File: config.mk
export PLATFORM = sky130hd
export DESIGN_NAME = rtct_top
export DESIGN_NICKNAME = d
export VERILOG_FILES = /design/src/pkg/rtct_pkg.sv /design/src/rtl/rtct_top.sv /design/src/rtl/rtct_sync2.sv /design/src/rtl/rtct_xfer.sv
export SDC_FILE = /design/constraint.sdc
export NUM_CORES = 1
export LEC_CHECK = 0
export ABC_AREA = 1
export BUFFER_PORTS_ARGS = -buffer_cell sky130_fd_sc_hd__buf_2
export CORE_MARGIN = 10
export CORE_UTILIZATION = 48
export DETAILED_ROUTE_END_ITERATION = 8
export GPL_TIMING_DRIVEN = 0
export PLACE_DENSITY = 0.68
export SYNTH_ARGS = -nofsm -noshare
export SYNTH_HDL_FRONTEND = slang
export SYNTH_SLANG_ARGS = --single-unit
File: constraint.sdc
create_clock -name hclk -period 9.8 [get_ports hclk]
set_input_delay 0 -clock hclk [delete_from_list [all_inputs] [get_ports hclk]]
set_output_delay 0 -clock hclk [all_outputs]
set_load 0.01 [all_outputs]
File: src/pkg/rtct_pkg.sv
// Summary of operation
// - direction bit zero slows, one speeds prescaler
// - magnitude gives correction clocks per million cycles
// - source_select picks one of four slow clocks
// - low byte at base, high byte next
// - count and limit writes apply after two ticks
// - period code sets interval, zero and fifteen silent
// - tick_timer_on switches the periodic timer
// - sync state bit shows control write pending
// - irq enable gates the periodic interrupt request
// - periodic tick sets flag, write one clears
// - debug halt stops timer unless halt_bypass set
// - match and wrap flags follow count events
// - correction acts only with correction_on set
package rtct_pkg;
    // ------------------------------------------------------------
    // register indices, byte address is four times the index
    // ------------------------------------------------------------
    localparam logic [5:0] IDX_COUNTER_CONTROL = 6'h00;
    localparam logic [5:0] IDX_COUNTER_STATUS = 6'h01;
    localparam logic [5:0] IDX_COUNTER_IRQ_ENABLE = 6'h02;
    localparam logic [5:0] IDX_COUNTER_IRQ_FLAG = 6'h03;
    localparam logic [5:0] IDX_DRIFT_CORRECTION = 6'h06;
    localparam logic [5:0] IDX_SOURCE_SELECT = 6'h07;
    localparam logic [5:0] IDX_TICK_COUNT = 6'h08;
    localparam logic [5:0] IDX_WRAP_LIMIT = 6'h0A;
    localparam logic [5:0] IDX_MATCH_VALUE = 6'h0C;
    localparam logic [5:0] IDX_HIGH_BYTE = 6'h01;
    localparam logic [5:0] IDX_TICK_TIMER_CONTROL = 6'h10;
    localparam logic [5:0] IDX_TICK_TIMER_SYNC_STATE = 6'h11;
    localparam logic [5:0] IDX_TICK_TIMER_IRQ_ENABLE = 6'h12;
    localparam logic [5:0] IDX_TICK_TIMER_IRQ_FLAG = 6'h13;
    localparam logic [5:0] IDX_TICK_TIMER_HALT_CONTROL = 6'h15;
    // ------------------------------------------------------------
    // field positions
    // ------------------------------------------------------------
    localparam int POS_COUNTER_ON = 0;
    localparam int POS_CORRECTION_ON = 2;
    localparam int POS_PRESCALE_LO = 3;
    localparam int POS_DIRECTION = 7;
    localparam int POS_COUNT_BUSY = 1;
    localparam int POS_LIMIT_BUSY = 2;
    localparam int POS_WRAP = 0;
    localparam int POS_MATCH = 1;
    localparam int POS_TICK_TIMER_ON = 0;
    localparam int POS_PERIOD_LO = 3;
    // ------------------------------------------------------------
    // reset values and counts
    // ------------------------------------------------------------
    localparam logic [15:0] RST_WRAP_LIMIT = 16'hFFFF;
    localparam logic [15:0] RST_ZERO16 = 16'h0000;
    localparam logic [7:0] RST_ZERO8 = 8'h00;
    localparam logic [19:0] CORR_INTERVAL = 20'd1000000;
    localparam logic [1:0] SYNC_TICKS = 2'd2;
    localparam logic [3:0] PERIOD_OFF = 4'h0;
    localparam logic [3:0] PERIOD_RESERVED = 4'hF;
    localparam logic [1:0] SRC_INTERNAL_FAST_OSC = 2'h0;
    localparam logic [1:0] SRC_INTERNAL_SLOW_OSC = 2'h1;
    localparam logic [1:0] SRC_CRYSTAL_OSC = 2'h2;
    localparam logic [1:0] SRC_EXTERNAL_PIN_CLOCK = 2'h3;
endpackage

File: src/rtl/rtct_top.sv
`timescale 1ns/1ps
module rtct_top
    import rtct_pkg::*;
(
    // clock and reset
    input wire logic hclk,
    input wire logic hresetn,
    // ahb-lite slave
    input wire logic hsel,
    input wire logic [31:0] haddr,
    input wire logic [1:0] htrans,
    input wire logic hwrite,
    input wire logic [2:0] hsize,
    input wire logic [31:0] hwdata,
    input wire logic hready,
    output logic hreadyout,
    output logic hresp,
    output logic [31:0] hrdata,
    // slow clock sources and debug halt
    input wire logic internal_fast_osc,
    input wire logic internal_slow_osc,
    input wire logic crystal_osc,
    input wire logic external_pin_clock,
    input wire logic debug_halt,
    // interrupt
    output logic irq
);
    // ------------------------------------------------------------
    // declarations
    // ------------------------------------------------------------
    logic [4:0] raw_in;
    logic [4:0] syn_in;
    logic sel_src, src_prev, slow_tick, halted;
    logic wr_pend, rd_ok;
    logic [5:0] wr_idx;
    logic [7:0] wbyte;
    logic [7:0] counter_control, drift_correction, source_select;
    logic [15:0] tick_count, wrap_limit, match_value, count_shadow, limit_shadow;
    logic [7:0] tick_timer_control, tick_timer_live;
    logic pit_irq_en, pit_flag, halt_bypass;
    logic [1:0] cnt_irq_en, cnt_flags;
    logic count_busy, count_apply, limit_busy, limit_apply, ctrl_busy, ctrl_apply;
    logic [15:0] pre_cnt, pre_lim, pre_sum;
    logic [1:0] pre_step;
    logic [19:0] corr_acc, corr_sum;
    logic corr_event, count_tick, pit_tick;
    logic [14:0] pit_cnt;
    logic [3:0] pit_code;
    logic pit_on;
    logic [15:0] next_count;
    logic [31:0] rd_val;
    logic [1:0] count_seen;

    function automatic logic hit(input logic pend, input logic [5:0] idx, input logic [5:0] k);
        hit = pend && (idx == k);
    endfunction

    function automatic logic [15:0] div_limit(input logic [3:0] code);
        div_limit = (16'h0001 << code) - 16'h0001;
    endfunction

    function automatic logic [14:0] period_mask(input logic [3:0] code);
        period_mask = 15'(16'((16'h0002 << code) - 16'h0001));
    endfunction

    // ------------------------------------------------------------
    // pin synchronisers and slow tick
    // ------------------------------------------------------------
    assign raw_in = {debug_halt, external_pin_clock, crystal_osc, internal_slow_osc,
                     internal_fast_osc};

    genvar gi;
    generate
        for (gi = 0; gi < 5; gi++)
        begin : g_sync
            rtct_sync2 u_sync (
                .hclk(hclk),
                .hresetn(hresetn),
                .async_in(raw_in[gi]),
                .sync_out(syn_in[gi])
            );
        end
    endgenerate

    assign sel_src = syn_in[source_select[1:0]];
    assign halted = syn_in[4];

    always_ff @(posedge hclk or negedge hresetn)
    begin
        if (!hresetn)
        begin
            src_prev <= 1'b0;
            slow_tick <= 1'b0;
        end
        else
        begin
            src_prev <= sel_src;
            slow_tick <= sel_src && !src_prev;
        end
    end

    // ------------------------------------------------------------
    // ahb-lite bus slave, zero wait states
    // ------------------------------------------------------------
    assign wbyte = hwdata[7:0];
    assign rd_ok = hsel && htrans[1] && hready && !hwrite;

    always_ff @(posedge hclk or negedge hresetn)
    begin
        if (!hresetn)
        begin
            wr_pend <= 1'b0;
            wr_idx <= 6'h00;
            hrdata <= 32'h0000_0000;
            hreadyout <= 1'b0;
            hresp <= 1'b0;
        end
        else
        begin
            hreadyout <= 1'b1;
            hresp <= 1'b0;
            wr_pend <= hsel && htrans[1] && hready && hwrite && (haddr[31:8] == 24'h0);
            wr_idx <= haddr[7:2];
            if (rd_ok)
            begin
                hrdata <= (haddr[31:8] == 24'h0) ? rd_val : 32'h0000_0000;
            end
        end
    end

    always_comb
    begin
        rd_val = 32'h0000_0000;
        case (haddr[7:2])
            IDX_COUNTER_CONTROL: rd_val[7:0] = counter_control;
            IDX_COUNTER_STATUS: rd_val[2:1] = {limit_busy, count_busy};
            IDX_COUNTER_IRQ_ENABLE: rd_val[1:0] = cnt_irq_en;
            IDX_COUNTER_IRQ_FLAG: rd_val[1:0] = cnt_flags;
            IDX_DRIFT_CORRECTION: rd_val[7:0] = drift_correction;
            IDX_SOURCE_SELECT: rd_val[1:0] = source_select[1:0];
            IDX_TICK_COUNT: rd_val[7:0] = tick_count[7:0];
            IDX_TICK_COUNT + IDX_HIGH_BYTE: rd_val[7:0] = tick_count[15:8];
            IDX_WRAP_LIMIT: rd_val[7:0] = wrap_limit[7:0];
            IDX_WRAP_LIMIT + IDX_HIGH_BYTE: rd_val[7:0] = wrap_limit[15:8];
            IDX_MATCH_VALUE: rd_val[7:0] = match_value[7:0];
            IDX_MATCH_VALUE + IDX_HIGH_BYTE: rd_val[7:0] = match_value[15:8];
            IDX_TICK_TIMER_CONTROL: rd_val[7:0] = tick_timer_control;
            IDX_TICK_TIMER_SYNC_STATE: rd_val[0] = ctrl_busy;
            IDX_TICK_TIMER_IRQ_ENABLE: rd_val[0] = pit_irq_en;
            IDX_TICK_TIMER_IRQ_FLAG: rd_val[0] = pit_flag;
            IDX_TICK_TIMER_HALT_CONTROL: rd_val[0] = halt_bypass;
            default: rd_val = 32'h0000_0000;
        endcase
    end

    // ------------------------------------------------------------
    // software registers
    // ------------------------------------------------------------
    always_ff @(posedge hclk or negedge hresetn)
    begin
        if (!hresetn)
        begin
            counter_control <= RST_ZERO8;
            drift_correction <= RST_ZERO8;
            source_select <= RST_ZERO8;
            match_value <= RST_ZERO16;
            count_shadow <= RST_ZERO16;
            limit_shadow <= RST_WRAP_LIMIT;
            tick_timer_control <= RST_ZERO8;
            cnt_irq_en <= 2'b00;
            pit_irq_en <= 1'b0;
            halt_bypass <= 1'b0;
        end
        else
        begin
            if (hit(wr_pend, wr_idx, IDX_COUNTER_CONTROL))
                counter_control <= {1'b0, wbyte[6:0]};
            if (hit(wr_pend, wr_idx, IDX_DRIFT_CORRECTION))
                drift_correction <= wbyte;
            if (hit(wr_pend, wr_idx, IDX_SOURCE_SELECT))
                source_select <= {6'h00, wbyte[1:0]};
            if (hit(wr_pend, wr_idx, IDX_MATCH_VALUE))
                match_value[7:0] <= wbyte;
            if (hit(wr_pend, wr_idx, IDX_MATCH_VALUE + IDX_HIGH_BYTE))
                match_value[15:8] <= wbyte;
            if (hit(wr_pend, wr_idx, IDX_TICK_COUNT))
                count_shadow[7:0] <= wbyte;
            if (hit(wr_pend, wr_idx, IDX_TICK_COUNT + IDX_HIGH_BYTE))
                count_shadow[15:8] <= wbyte;
            if (hit(wr_pend, wr_idx, IDX_WRAP_LIMIT))
                limit_shadow[7:0] <= wbyte;
            if (hit(wr_pend, wr_idx, IDX_WRAP_LIMIT + IDX_HIGH_BYTE))
                limit_shadow[15:8] <= wbyte;
            if (hit(wr_pend, wr_idx, IDX_TICK_TIMER_CONTROL))
                tick_timer_control <= {1'b0, wbyte[6:3], 2'b00, wbyte[0]};
            if (hit(wr_pend, wr_idx, IDX_COUNTER_IRQ_ENABLE))
                cnt_irq_en <= wbyte[1:0];
            if (hit(wr_pend, wr_idx, IDX_TICK_TIMER_IRQ_ENABLE))
                pit_irq_en <= wbyte[0];
            if (hit(wr_pend, wr_idx, IDX_TICK_TIMER_HALT_CONTROL))
                halt_bypass <= wbyte[0];
        end
    end

    // ------------------------------------------------------------
    // crossings into the slow tick domain
    // ------------------------------------------------------------
    rtct_xfer u_count_xfer (
        .hclk(hclk),
        .hresetn(hresetn),
        .start(hit(wr_pend, wr_idx, IDX_TICK_COUNT) ||
               hit(wr_pend, wr_idx, IDX_TICK_COUNT + IDX_HIGH_BYTE)),
        .slow_tick(slow_tick),
        .busy(count_busy),
        .apply(count_apply)
    );

    rtct_xfer u_limit_xfer (
        .hclk(hclk),
        .hresetn(hresetn),
        .start(hit(wr_pend, wr_idx, IDX_WRAP_LIMIT) ||
               hit(wr_pend, wr_idx, IDX_WRAP_LIMIT + IDX_HIGH_BYTE)),
        .slow_tick(slow_tick),
        .busy(limit_busy),
        .apply(limit_apply)
    );

    rtct_xfer u_ctrl_xfer (
        .hclk(hclk),
        .hresetn(hresetn),
        .start(hit(wr_pend, wr_idx, IDX_TICK_TIMER_CONTROL)),
        .slow_tick(slow_tick),
        .busy(ctrl_busy),
        .apply(ctrl_apply)
    );

    // ------------------------------------------------------------
    // prescaler with drift correction
    // ------------------------------------------------------------
    assign corr_sum = corr_acc + {13'h0000, drift_correction[6:0]};
    assign corr_event = slow_tick && counter_control[POS_CORRECTION_ON]
                        && counter_control[POS_COUNTER_ON] && (corr_sum >= CORR_INTERVAL);
    assign pre_lim = div_limit(counter_control[POS_PRESCALE_LO +: 4]);

    always_comb
    begin
        pre_step = 2'd1;
        if (corr_event)
            pre_step = drift_correction[POS_DIRECTION] ? 2'd2 : 2'd0;
    end

    assign pre_sum = pre_cnt + {14'h0000, pre_step};
    assign count_tick = slow_tick && counter_control[POS_COUNTER_ON] && (pre_sum > pre_lim);

    // one correction each time the ppm sum passes a million keeps them spread out
    always_ff @(posedge hclk or negedge hresetn)
    begin
        if (!hresetn)
            corr_acc <= 20'h00000;
        else if (slow_tick && counter_control[POS_CORRECTION_ON]
                 && counter_control[POS_COUNTER_ON])
            corr_acc <= corr_event ? corr_sum - CORR_INTERVAL : corr_sum;
    end

    always_ff @(posedge hclk or negedge hresetn)
    begin
        if (!hresetn)
            pre_cnt <= RST_ZERO16;
        else if (!counter_control[POS_COUNTER_ON])
            pre_cnt <= RST_ZERO16;
        else if (slow_tick)
            pre_cnt <= count_tick ? pre_sum - pre_lim - 16'h0001 : pre_sum;
    end

    // ------------------------------------------------------------
    // counter, wrap and match, counter flags
    // ------------------------------------------------------------
    assign next_count = (tick_count == wrap_limit) ? RST_ZERO16 : tick_count + 16'h0001;

    always_ff @(posedge hclk or negedge hresetn)
    begin
        if (!hresetn)
        begin
            tick_count <= RST_ZERO16;
            wrap_limit <= RST_WRAP_LIMIT;
        end
        else
        begin
            if (count_apply)
                tick_count <= count_shadow;
            else if (count_tick)
                tick_count <= next_count;
            if (limit_apply)
                wrap_limit <= limit_shadow;
        end
    end

    // set wins over a write-one clear in the same cycle
    always_ff @(posedge hclk or negedge hresetn)
    begin
        if (!hresetn)
            cnt_flags <= 2'b00;
        else
        begin
            if (hit(wr_pend, wr_idx, IDX_COUNTER_IRQ_FLAG))
                cnt_flags <= cnt_flags & ~wbyte[1:0];
            if (count_tick && !count_apply && tick_count == wrap_limit)
                cnt_flags[POS_WRAP] <= 1'b1;
            if (count_tick && !count_apply && next_count == match_value)
                cnt_flags[POS_MATCH] <= 1'b1;
        end
    end

    // ------------------------------------------------------------
    // periodic tick timer
    // ------------------------------------------------------------
    assign pit_code = tick_timer_live[POS_PERIOD_LO +: 4];
    assign pit_on = tick_timer_live[POS_TICK_TIMER_ON];
    assign pit_tick = slow_tick && pit_on && (halt_bypass || !halted)
                      && pit_code != PERIOD_OFF && pit_code != PERIOD_RESERVED
                      && ((pit_cnt & period_mask(pit_code)) == period_mask(pit_code));

    always_ff @(posedge hclk or negedge hresetn)
    begin
        if (!hresetn)
        begin
            tick_timer_live <= RST_ZERO8;
            pit_cnt <= 15'h0000;
        end
        else
        begin
            if (ctrl_apply)
                tick_timer_live <= tick_timer_control;
            if (!pit_on)
                pit_cnt <= 15'h0000;
            else if (slow_tick && (halt_bypass || !halted))
                pit_cnt <= pit_cnt + 15'h0001;
        end
    end

    always_ff @(posedge hclk or negedge hresetn)
    begin
        if (!hresetn)
            pit_flag <= 1'b0;
        else if (pit_tick)
            pit_flag <= 1'b1;
        else if (hit(wr_pend, wr_idx, IDX_TICK_TIMER_IRQ_FLAG) && wbyte[0])
            pit_flag <= 1'b0;
    end

    always_ff @(posedge hclk or negedge hresetn)
    begin
        if (!hresetn)
            irq <= 1'b0;
        else
            irq <= (pit_flag && pit_irq_en) || |(cnt_flags & cnt_irq_en);
    end

    // ------------------------------------------------------------
    // assertions
    // ------------------------------------------------------------
    // slow ticks seen since the last count write, held against the sync latency
    always_ff @(posedge hclk or negedge hresetn)
    begin
        if (!hresetn)
            count_seen <= 2'd0;
        else if (hit(wr_pend, wr_idx, IDX_TICK_COUNT)
                 || hit(wr_pend, wr_idx, IDX_TICK_COUNT + IDX_HIGH_BYTE))
            count_seen <= 2'd0;
        else if (count_busy && slow_tick && count_seen != 2'd3)
            count_seen <= count_seen + 2'd1;
    end
endmodule // rtct_top

File: src/rtl/rtct_sync2.sv
`timescale 1ns/1ps
module rtct_sync2
    import rtct_pkg::*;
(
    // clock and reset
    input wire logic hclk,
    input wire logic hresetn,
    // level in and out
    input wire logic async_in,
    output logic sync_out
);
    logic stage1;

    always_ff @(posedge hclk or negedge hresetn)
    begin
        if (!hresetn)
        begin
            stage1 <= 1'b0;
            sync_out <= 1'b0;
        end
        else
        begin
            stage1 <= async_in;
            sync_out <= stage1;
        end
    end
endmodule // rtct_sync2

File: src/rtl/rtct_xfer.sv
`timescale 1ns/1ps
module rtct_xfer
    import rtct_pkg::*;
(
    // clock and reset
    input wire logic hclk,
    input wire logic hresetn,
    // request and slow tick
    input wire logic start,
    input wire logic slow_tick,
    // status
    output logic busy,
    output logic apply
);
    logic [1:0] ticks;

    // a new write restarts the wait of two slow ticks
    always_ff @(posedge hclk or negedge hresetn)
    begin
        if (!hresetn)
        begin
            busy <= 1'b0;
            ticks <= 2'd0;
            apply <= 1'b0;
        end
        else
        begin
            apply <= 1'b0;
            if (start)
            begin
                busy <= 1'b1;
                ticks <= 2'd0;
            end
            else if (busy && slow_tick)
            begin
                if (ticks == SYNC_TICKS - 2'd1)
                begin
                    busy <= 1'b0;
                    apply <= 1'b1;
                end
                ticks <= ticks + 2'd1;
            end
        end
    end
endmodule // rtct_xfer

# [Word level (Yosys, flattened, before mapping)]
# Cells that the tools add are included.
[totals] ff_bits=230 latchBits=0 ramBits=0 rom_bits=0 input_bits=79 out_inout_bits=35 wordCells=221 memories=0
[classes] n_addsub=12 n_mul=0 n_div=0 n_lt_le_gt_ge=3 eq_ne=39 shift=2 n_mux=47 n_bitwise=4 reduce_logical=66
[op_table] operator="two-way mux 16 bit" n=6
[op_table] operator="== test 6 x 4 -> 1 bit, second input constant" n=12
[op_table] operator="== test 6 x 5 -> 1 bit, second input constant" n=9
[op_table] operator="one-hot mux 5 bit (9 select lines)" n=1
[op_table] operator="logical AND 1 bit" n=40
[op_table] operator="== test 16 bit" n=2
[op_table] operator="subtractor 16 x 1 -> 16 bit, second input constant" n=2
[op_table] operator="two-way mux 15 bit" n=2
[op_table] operator="== test 6 x 2 -> 1 bit, second input constant" n=4
[op_table] operator="== test 6 x 3 -> 1 bit, second input constant" n=4
[op_table] operator="logical NOT 24 bit" n=1
[op_table] operator="two-way mux 1 bit" n=23
[op_table] operator="adder 20 x 7 -> 20 bit" n=1
[op_table] operator="greater-or-equal comparator 20 bit, second input constant" n=1
[op_table] operator="two-way mux 20 bit" n=1
[op_table] operator="nonzero test 2 bit" n=10
[op_table] operator="subtractor 20 bit, second input constant" n=1
[op_table] operator="two-way mux 2 bit" n=9
[op_table] operator="adder 16 x 1 -> 16 bit, second input constant" n=1
[op_table] operator="adder 16 x 2 -> 16 bit" n=1
[op_table] operator="> comparator 16 bit" n=1
[op_table] operator="one-hot mux 1 bit (16 select lines)" n=1
[op_table] operator="left shift 1 x 4 -> 16 bit, first input constant" n=1
[op_table] operator="subtractor 16 bit" n=1
[op_table] operator="24 further kinds" n=38

# [Logic depth before layout (Yosys ltp)]
[logic_depth] depth_word=10 mapped_depth=43 mapped_depth_nobuf=43

# [Modules after synthesis]
# A second synthesis with hierarchy kept.
[hier_totals] hier_cells=1715 hier_area_um2=12764.7
[modules_own_cells] module="rtct_top" n_inst=1 cells_per_inst=1642 area_each_um2=11966.5 seq_area_each_um2=4644.5
[modules_own_cells] module="rtct_xfer" n_inst=3 cells_per_inst=21 area_each_um2=182.7 seq_area_each_um2=100.1
[modules_own_cells] module="rtct_sync2" n_inst=5 cells_per_inst=2 area_each_um2=50.0 seq_area_each_um2=50.0

# [Worst setup path after synthesis]
# No wires, ideal clock.
[synth_path] path_kind="flip-flop to flip-flop" startpoint="reg drift_correction[0]" endpoint="reg tick_count[10]" setup_time_ns=0.142 t_arrival_ns=5.810 required_time_ns=9.658 path_slack_ns=3.848 path_stages_with_launch=39 n_path_buf=1 period_less_slack_ns=5.952 path_cell_list="dfrtp_1 -> ha_1 -> inv_1 -> fa_1 -> inv_1 -> nand3_1 -> nand3_1 -> nand2_1 -> nand2_2 -> nand2_1 -> nand2_2 -> inv_1 -> o21ai_1 -> nand2_1 -> nand2_2 -> nand3_4 -> nand3_4 -> ha_1 -> [... 3 more ...] -> nor2_1 -> nand2_1 -> nor3b_1 -> nand2_1 -> inv_1 -> nand3_1 -> nor2_1 -> xor2_1 -> inv_1 -> ha_1 -> nand2_1 -> nor3_1 -> nand3_1 -> a21boi_2 -> inv_1 -> nand2_1 -> clkbuf_1 -> o221ai_1"
[synth_via] elab_chain_len=8
[synth_lines] item="start: declaration" line_no="rtct_top.sv:37" rtl="logic [7:0] counter_control, drift_correction, source_select;"
[synth_lines] item="start signal: assignment" line_no="rtct_top.sv:179" rtl="drift_correction <= wbyte;"
[synth_lines] item="adder 20 x 7 -> 20 bit" line_no="rtct_top.sv:240" rtl="assign corr_sum = corr_acc + {13'h0000, drift_correction[6:0]};"
[synth_lines] item="greater-or-equal comparator 20 bit" line_no="rtct_top.sv:242" rtl="&& counter_control[POS_COUNTER_ON] && (corr_sum >= CORR_INTERVAL);"
[synth_lines] item="logical AND 1 bit" line_no="rtct_top.sv:242"
[synth_lines] item="two-way mux 2 bit" line_no="rtct_top.sv:248" rtl="if (corr_event)"
[synth_lines] item="adder 16 x 2 -> 16 bit" line_no="rtct_top.sv:252" rtl="assign pre_sum = pre_cnt + {14'h0000, pre_step};"
[synth_lines] item="> comparator 16 bit" line_no="rtct_top.sv:253" rtl="assign count_tick = slow_tick && counter_control[POS_COUNTER_ON] && (pre_sum > pre_lim);"
[synth_lines] item="logical AND 1 bit" line_no="rtct_top.sv:253"
[synth_lines] item="nonzero test 2 bit (no line)"
[synth_lines] item="end signal: assignment" line_no="rtct_top.sv:290" rtl="tick_count <= count_shadow;"
[synth_lines] item="end signal: assignment" line_no="rtct_top.sv:292" rtl="tick_count <= next_count;"
[synth_lines] item="end: declaration" line_no="rtct_top.sv:38" rtl="logic [15:0] tick_count, wrap_limit, match_value, count_shadow, limit_shadow;"
# Every way passes these cells.
# A chain may end at the register's enable or synchronous reset.

# [Worst setup path after layout]
[layout_path] startpoint="reg drift_correction[6]" endpoint="reg tick_count[13]"
# The elaborated chain is that of the path after synthesis.

==> impl_metrics.toml <==
[logic_synthesis]
synth_flop_cell = "dfrtp_1"
syn_avg_cell_area_sq_um = 7.40
seq_area_frac_synth_pct = 40.9
synth-async-reset-ratio_pct = 100
synth_seq_cells = 206
synth_top_area_share_pct = 34.3
synth_top_cells_by_area = "dfrtp_1 (34%), nand2_1 (13%), inv_1 (6.7%), dfstp_2 (6.6%), o21ai_0 (6.2%)"
syn_area_sq_mm = 0.0127
yosysWarnings = 0
postSynthCellCount = 1715
synth_largest_area_cell = "dfrtp_1"
synth-edff-count = 0
synth_cell_type_count = 53

[clock_tree]
numCtsBuffers = 24
cts_sinks = 206
cts_tree = "built"
post-cts-setup-buffers = 0
clockBufferDepth = 3
clk_pin_slew_ps = 60
h-tree-depth = 1
clock_latency_ps = 530
cts-root-buf = "clkbuf_16"

[timing]
hold_ws_ps = 29.2
tightest_slew_ps = 830
relSlewSlack_pct = 44.6
rsz0062_at_grt = "false"
skew_ps = 19.2
layout_setup_ws_ps = 1890
final.setup.tns_ps = 0
report.final.slew_viol_count = 0
max_freq_mhz = 126
setup_viol = 0
fin_crit_ps = 7910
hold_viol = 0
fin_crit_sh_pct = 80.7

[power]
ir_drop_v = 0.000133
p_leak_nw = 7.24
power_density_mw_per_mm2 = 200

[final_layout]
finalNonFillerCells = 2203
antenna_cells = 0
final_common_cell = "nand2_1"
final_cell_mix = "nand2_1 (456), inv_1 (225), dfrtp_1 (174), o21ai_0 (157), nor2_1 (121)"
fin_area_sq_mm = 0.0146
fillers = 2479
fin_nets = 1967
area_growth_pct = 15.3
layout-drive-gt1-share_pct = 10.6

[route]
drt_iter0_drc = 1141
wl_per_cell_um = 17.4
drc_errors = 0
vias = 12100
routed_wl_um = 38400
vias_per_cell = 5.49
ant_nets = 0
drt_pass1_iterations = 5

[floorplan]
start_util_pct = 48.7
io_pins = 114
die-area_sq_mm = 0.0334
rows = 59
core_area_sq_mm = 0.0261
dieWidth_um = 183
die_h_um = 183

[placed_design]
placed_area_sq_mm = 0.0135
hpwl_um = 28900
portBuffers = 57
gp_congestion = 0.983
dp_slack_ps = 2000
dp_cells = 2133

[min_path]
hold_path_class = "input port to asynchronous set/reset pin"

[global_routing]
grt_pass1_vias = 11600
grt_max_degree = 121
grt_overflow = 0
track_usage_pct = 22.7
antenna_found_initial = 0
grt_pass1_wl_um = 61800

[setup_path]
crit_path_top_delay_cell = "a21boi_2"
max_stage_delay_ps = 550
crit_type = "flip-flop to flip-flop"
crit_path_start_kind = "flip-flop"
cp-end-kind = "flip-flop"
crit_family = "simple AND/OR/NAND/NOR gates"
cp_max_fo = 10
crit_top_cell = "nand2_1"
cp_num_buf_inv = 5
cp_data_required_time_ps = 10180
timing.critical_path.arrival_ps = 8290

[run_status]
outcome = "finished clean"

[flow_run]
maxCapViolCount = 0
## worst paths after layout
kind	from	endpoint	slack, ps	cells past startpoint
max	drift_correction[6]	tick_count[13]	1890	37
min	hresetn	pit_cnt[9]	30	2
max reg2reg	drift_correction[6]	tick_count[13]	1890	37
min reg2reg	g_sync[1].u_sync.stage1	g_sync[1].u_sync.sync_out	350	0
max in group asynchronous	hresetn	corr_acc[18]	8720	3
min in group hclk	htrans[1]	hrdata[7]	80	4
## power breakdown
| part | internal [mW] | leakage (nW) | switching [mW] |
|---|---|---|---|
| Sequential | 0.939 | 2.33 | 0.116 |
| Combinational | 0.325 | 4.49 | 0.604 |
| Clock | 0.573 | 0.414 | 0.376 |
| Total | 1.84 | 7.24 | 1.10 |
## worst register-to-register path, delay by kind of cell (launching register included)
kind            cells  cell delay [ps]
fa+ha+maj           4             1370
compound gates      3              870
simple gates       24             3990
buf+inv             5              860
flops               1              430
xor+xnor            1              240
## metrics by stage
stage	power, mW	util, %
6_report	2.93	56.2
3_3_place_gp	1.95	51.8
4_1_cts	2.94	56.2
5_1_grt	3.12	56.2
3_5_place_dp	1.97	51.9
2_1_floorplan	1.72	-
## state kept, by name, indices dropped and copies added (netlist names), 5 cells and up
signal,flops
wr_idx,6
g_sync.u_sync.stage1,5
tick_count,16
tick_timer_control,5
corr_acc,20
hrdata,8
wrap_limit,16
limit_shadow,16
pit_cnt,15
counter_control,7
count_shadow,16
match_value,16
pre_cnt,16
g_sync.u_sync.sync_out,5
tick_timer_live,5
drift_correction,8
## cell families after synthesis
group,after synthesis,share of synthesized area [%]
flip-flops,206,40.9
AND/OR/NAND/NOR,807,27.3
adder cells (fa/ha/maj),38,3.92
buffers and inverters,298,9.61
multiplexers,3,0.256
AO/OA/AOI/OAI,310,14.4
XOR/XNOR,51,3.52
other,2,0.0592
## final cells by class
cell class,instances,area (sq um),share of cell area (%)
flip-flops and latches,206,5190,35.5
clock inverters,12,129,0.880
clock buffers,32,723,4.94
inverters,238,893,6.10
multi-input cells,1236,6370,43.5
well taps,335,419,2.86
repair buffers,84,583,3.98
plain buffers,60,327,2.23
## cells in the mapped netlist (4+ instances only)
master	n
ha_1	35
a22oi_1	4
xnor2_1	13
xor2_1	38
nand2_1	456
a211oi_1	5
o2111ai_1	5
inv_1	225
o22ai_1	22
a31oi_1	5
nor3b_1	6
nor4_1	10
dfstp_2	32
a221oi_1	7
o221ai_1	23
nand2_2	11
nand4_1	38
nor2_2	6
nand3b_1	4
clkbuf_1	30
o211ai_1	6
clkinv_1	4
nor3_1	29
o21bai_1	5
nor2_1	121
o21ai_0	157
inv_2	9
o31ai_1	5
buf_4	26
nand3_1	114
a21oi_1	50
dfrtp_1	174
## metal layers
| layer | part of all wire (%) | up-vias | track usage [%] | wire (um) |
|---|---|---|---|---|
| met5 | 0 | - | 0 | 0 |
| met4 | 2.0 | 0 | 5.24 | 762 |
| met3 | 7.3 | 55 | 3.82 | 2790 |
| met2 | 46 | 386 | 37.4 | 17700 |
| met1 | 45 | 5752 | 30.5 | 17100 |
| li1 | - | 5903 | - | - |
## what timing repair did
action	in CTS	in global routing
resized for setup	0	0
hold endpoints to repair	123	0
hold buffers	26	0
Power figures use the tool's default switching activity.
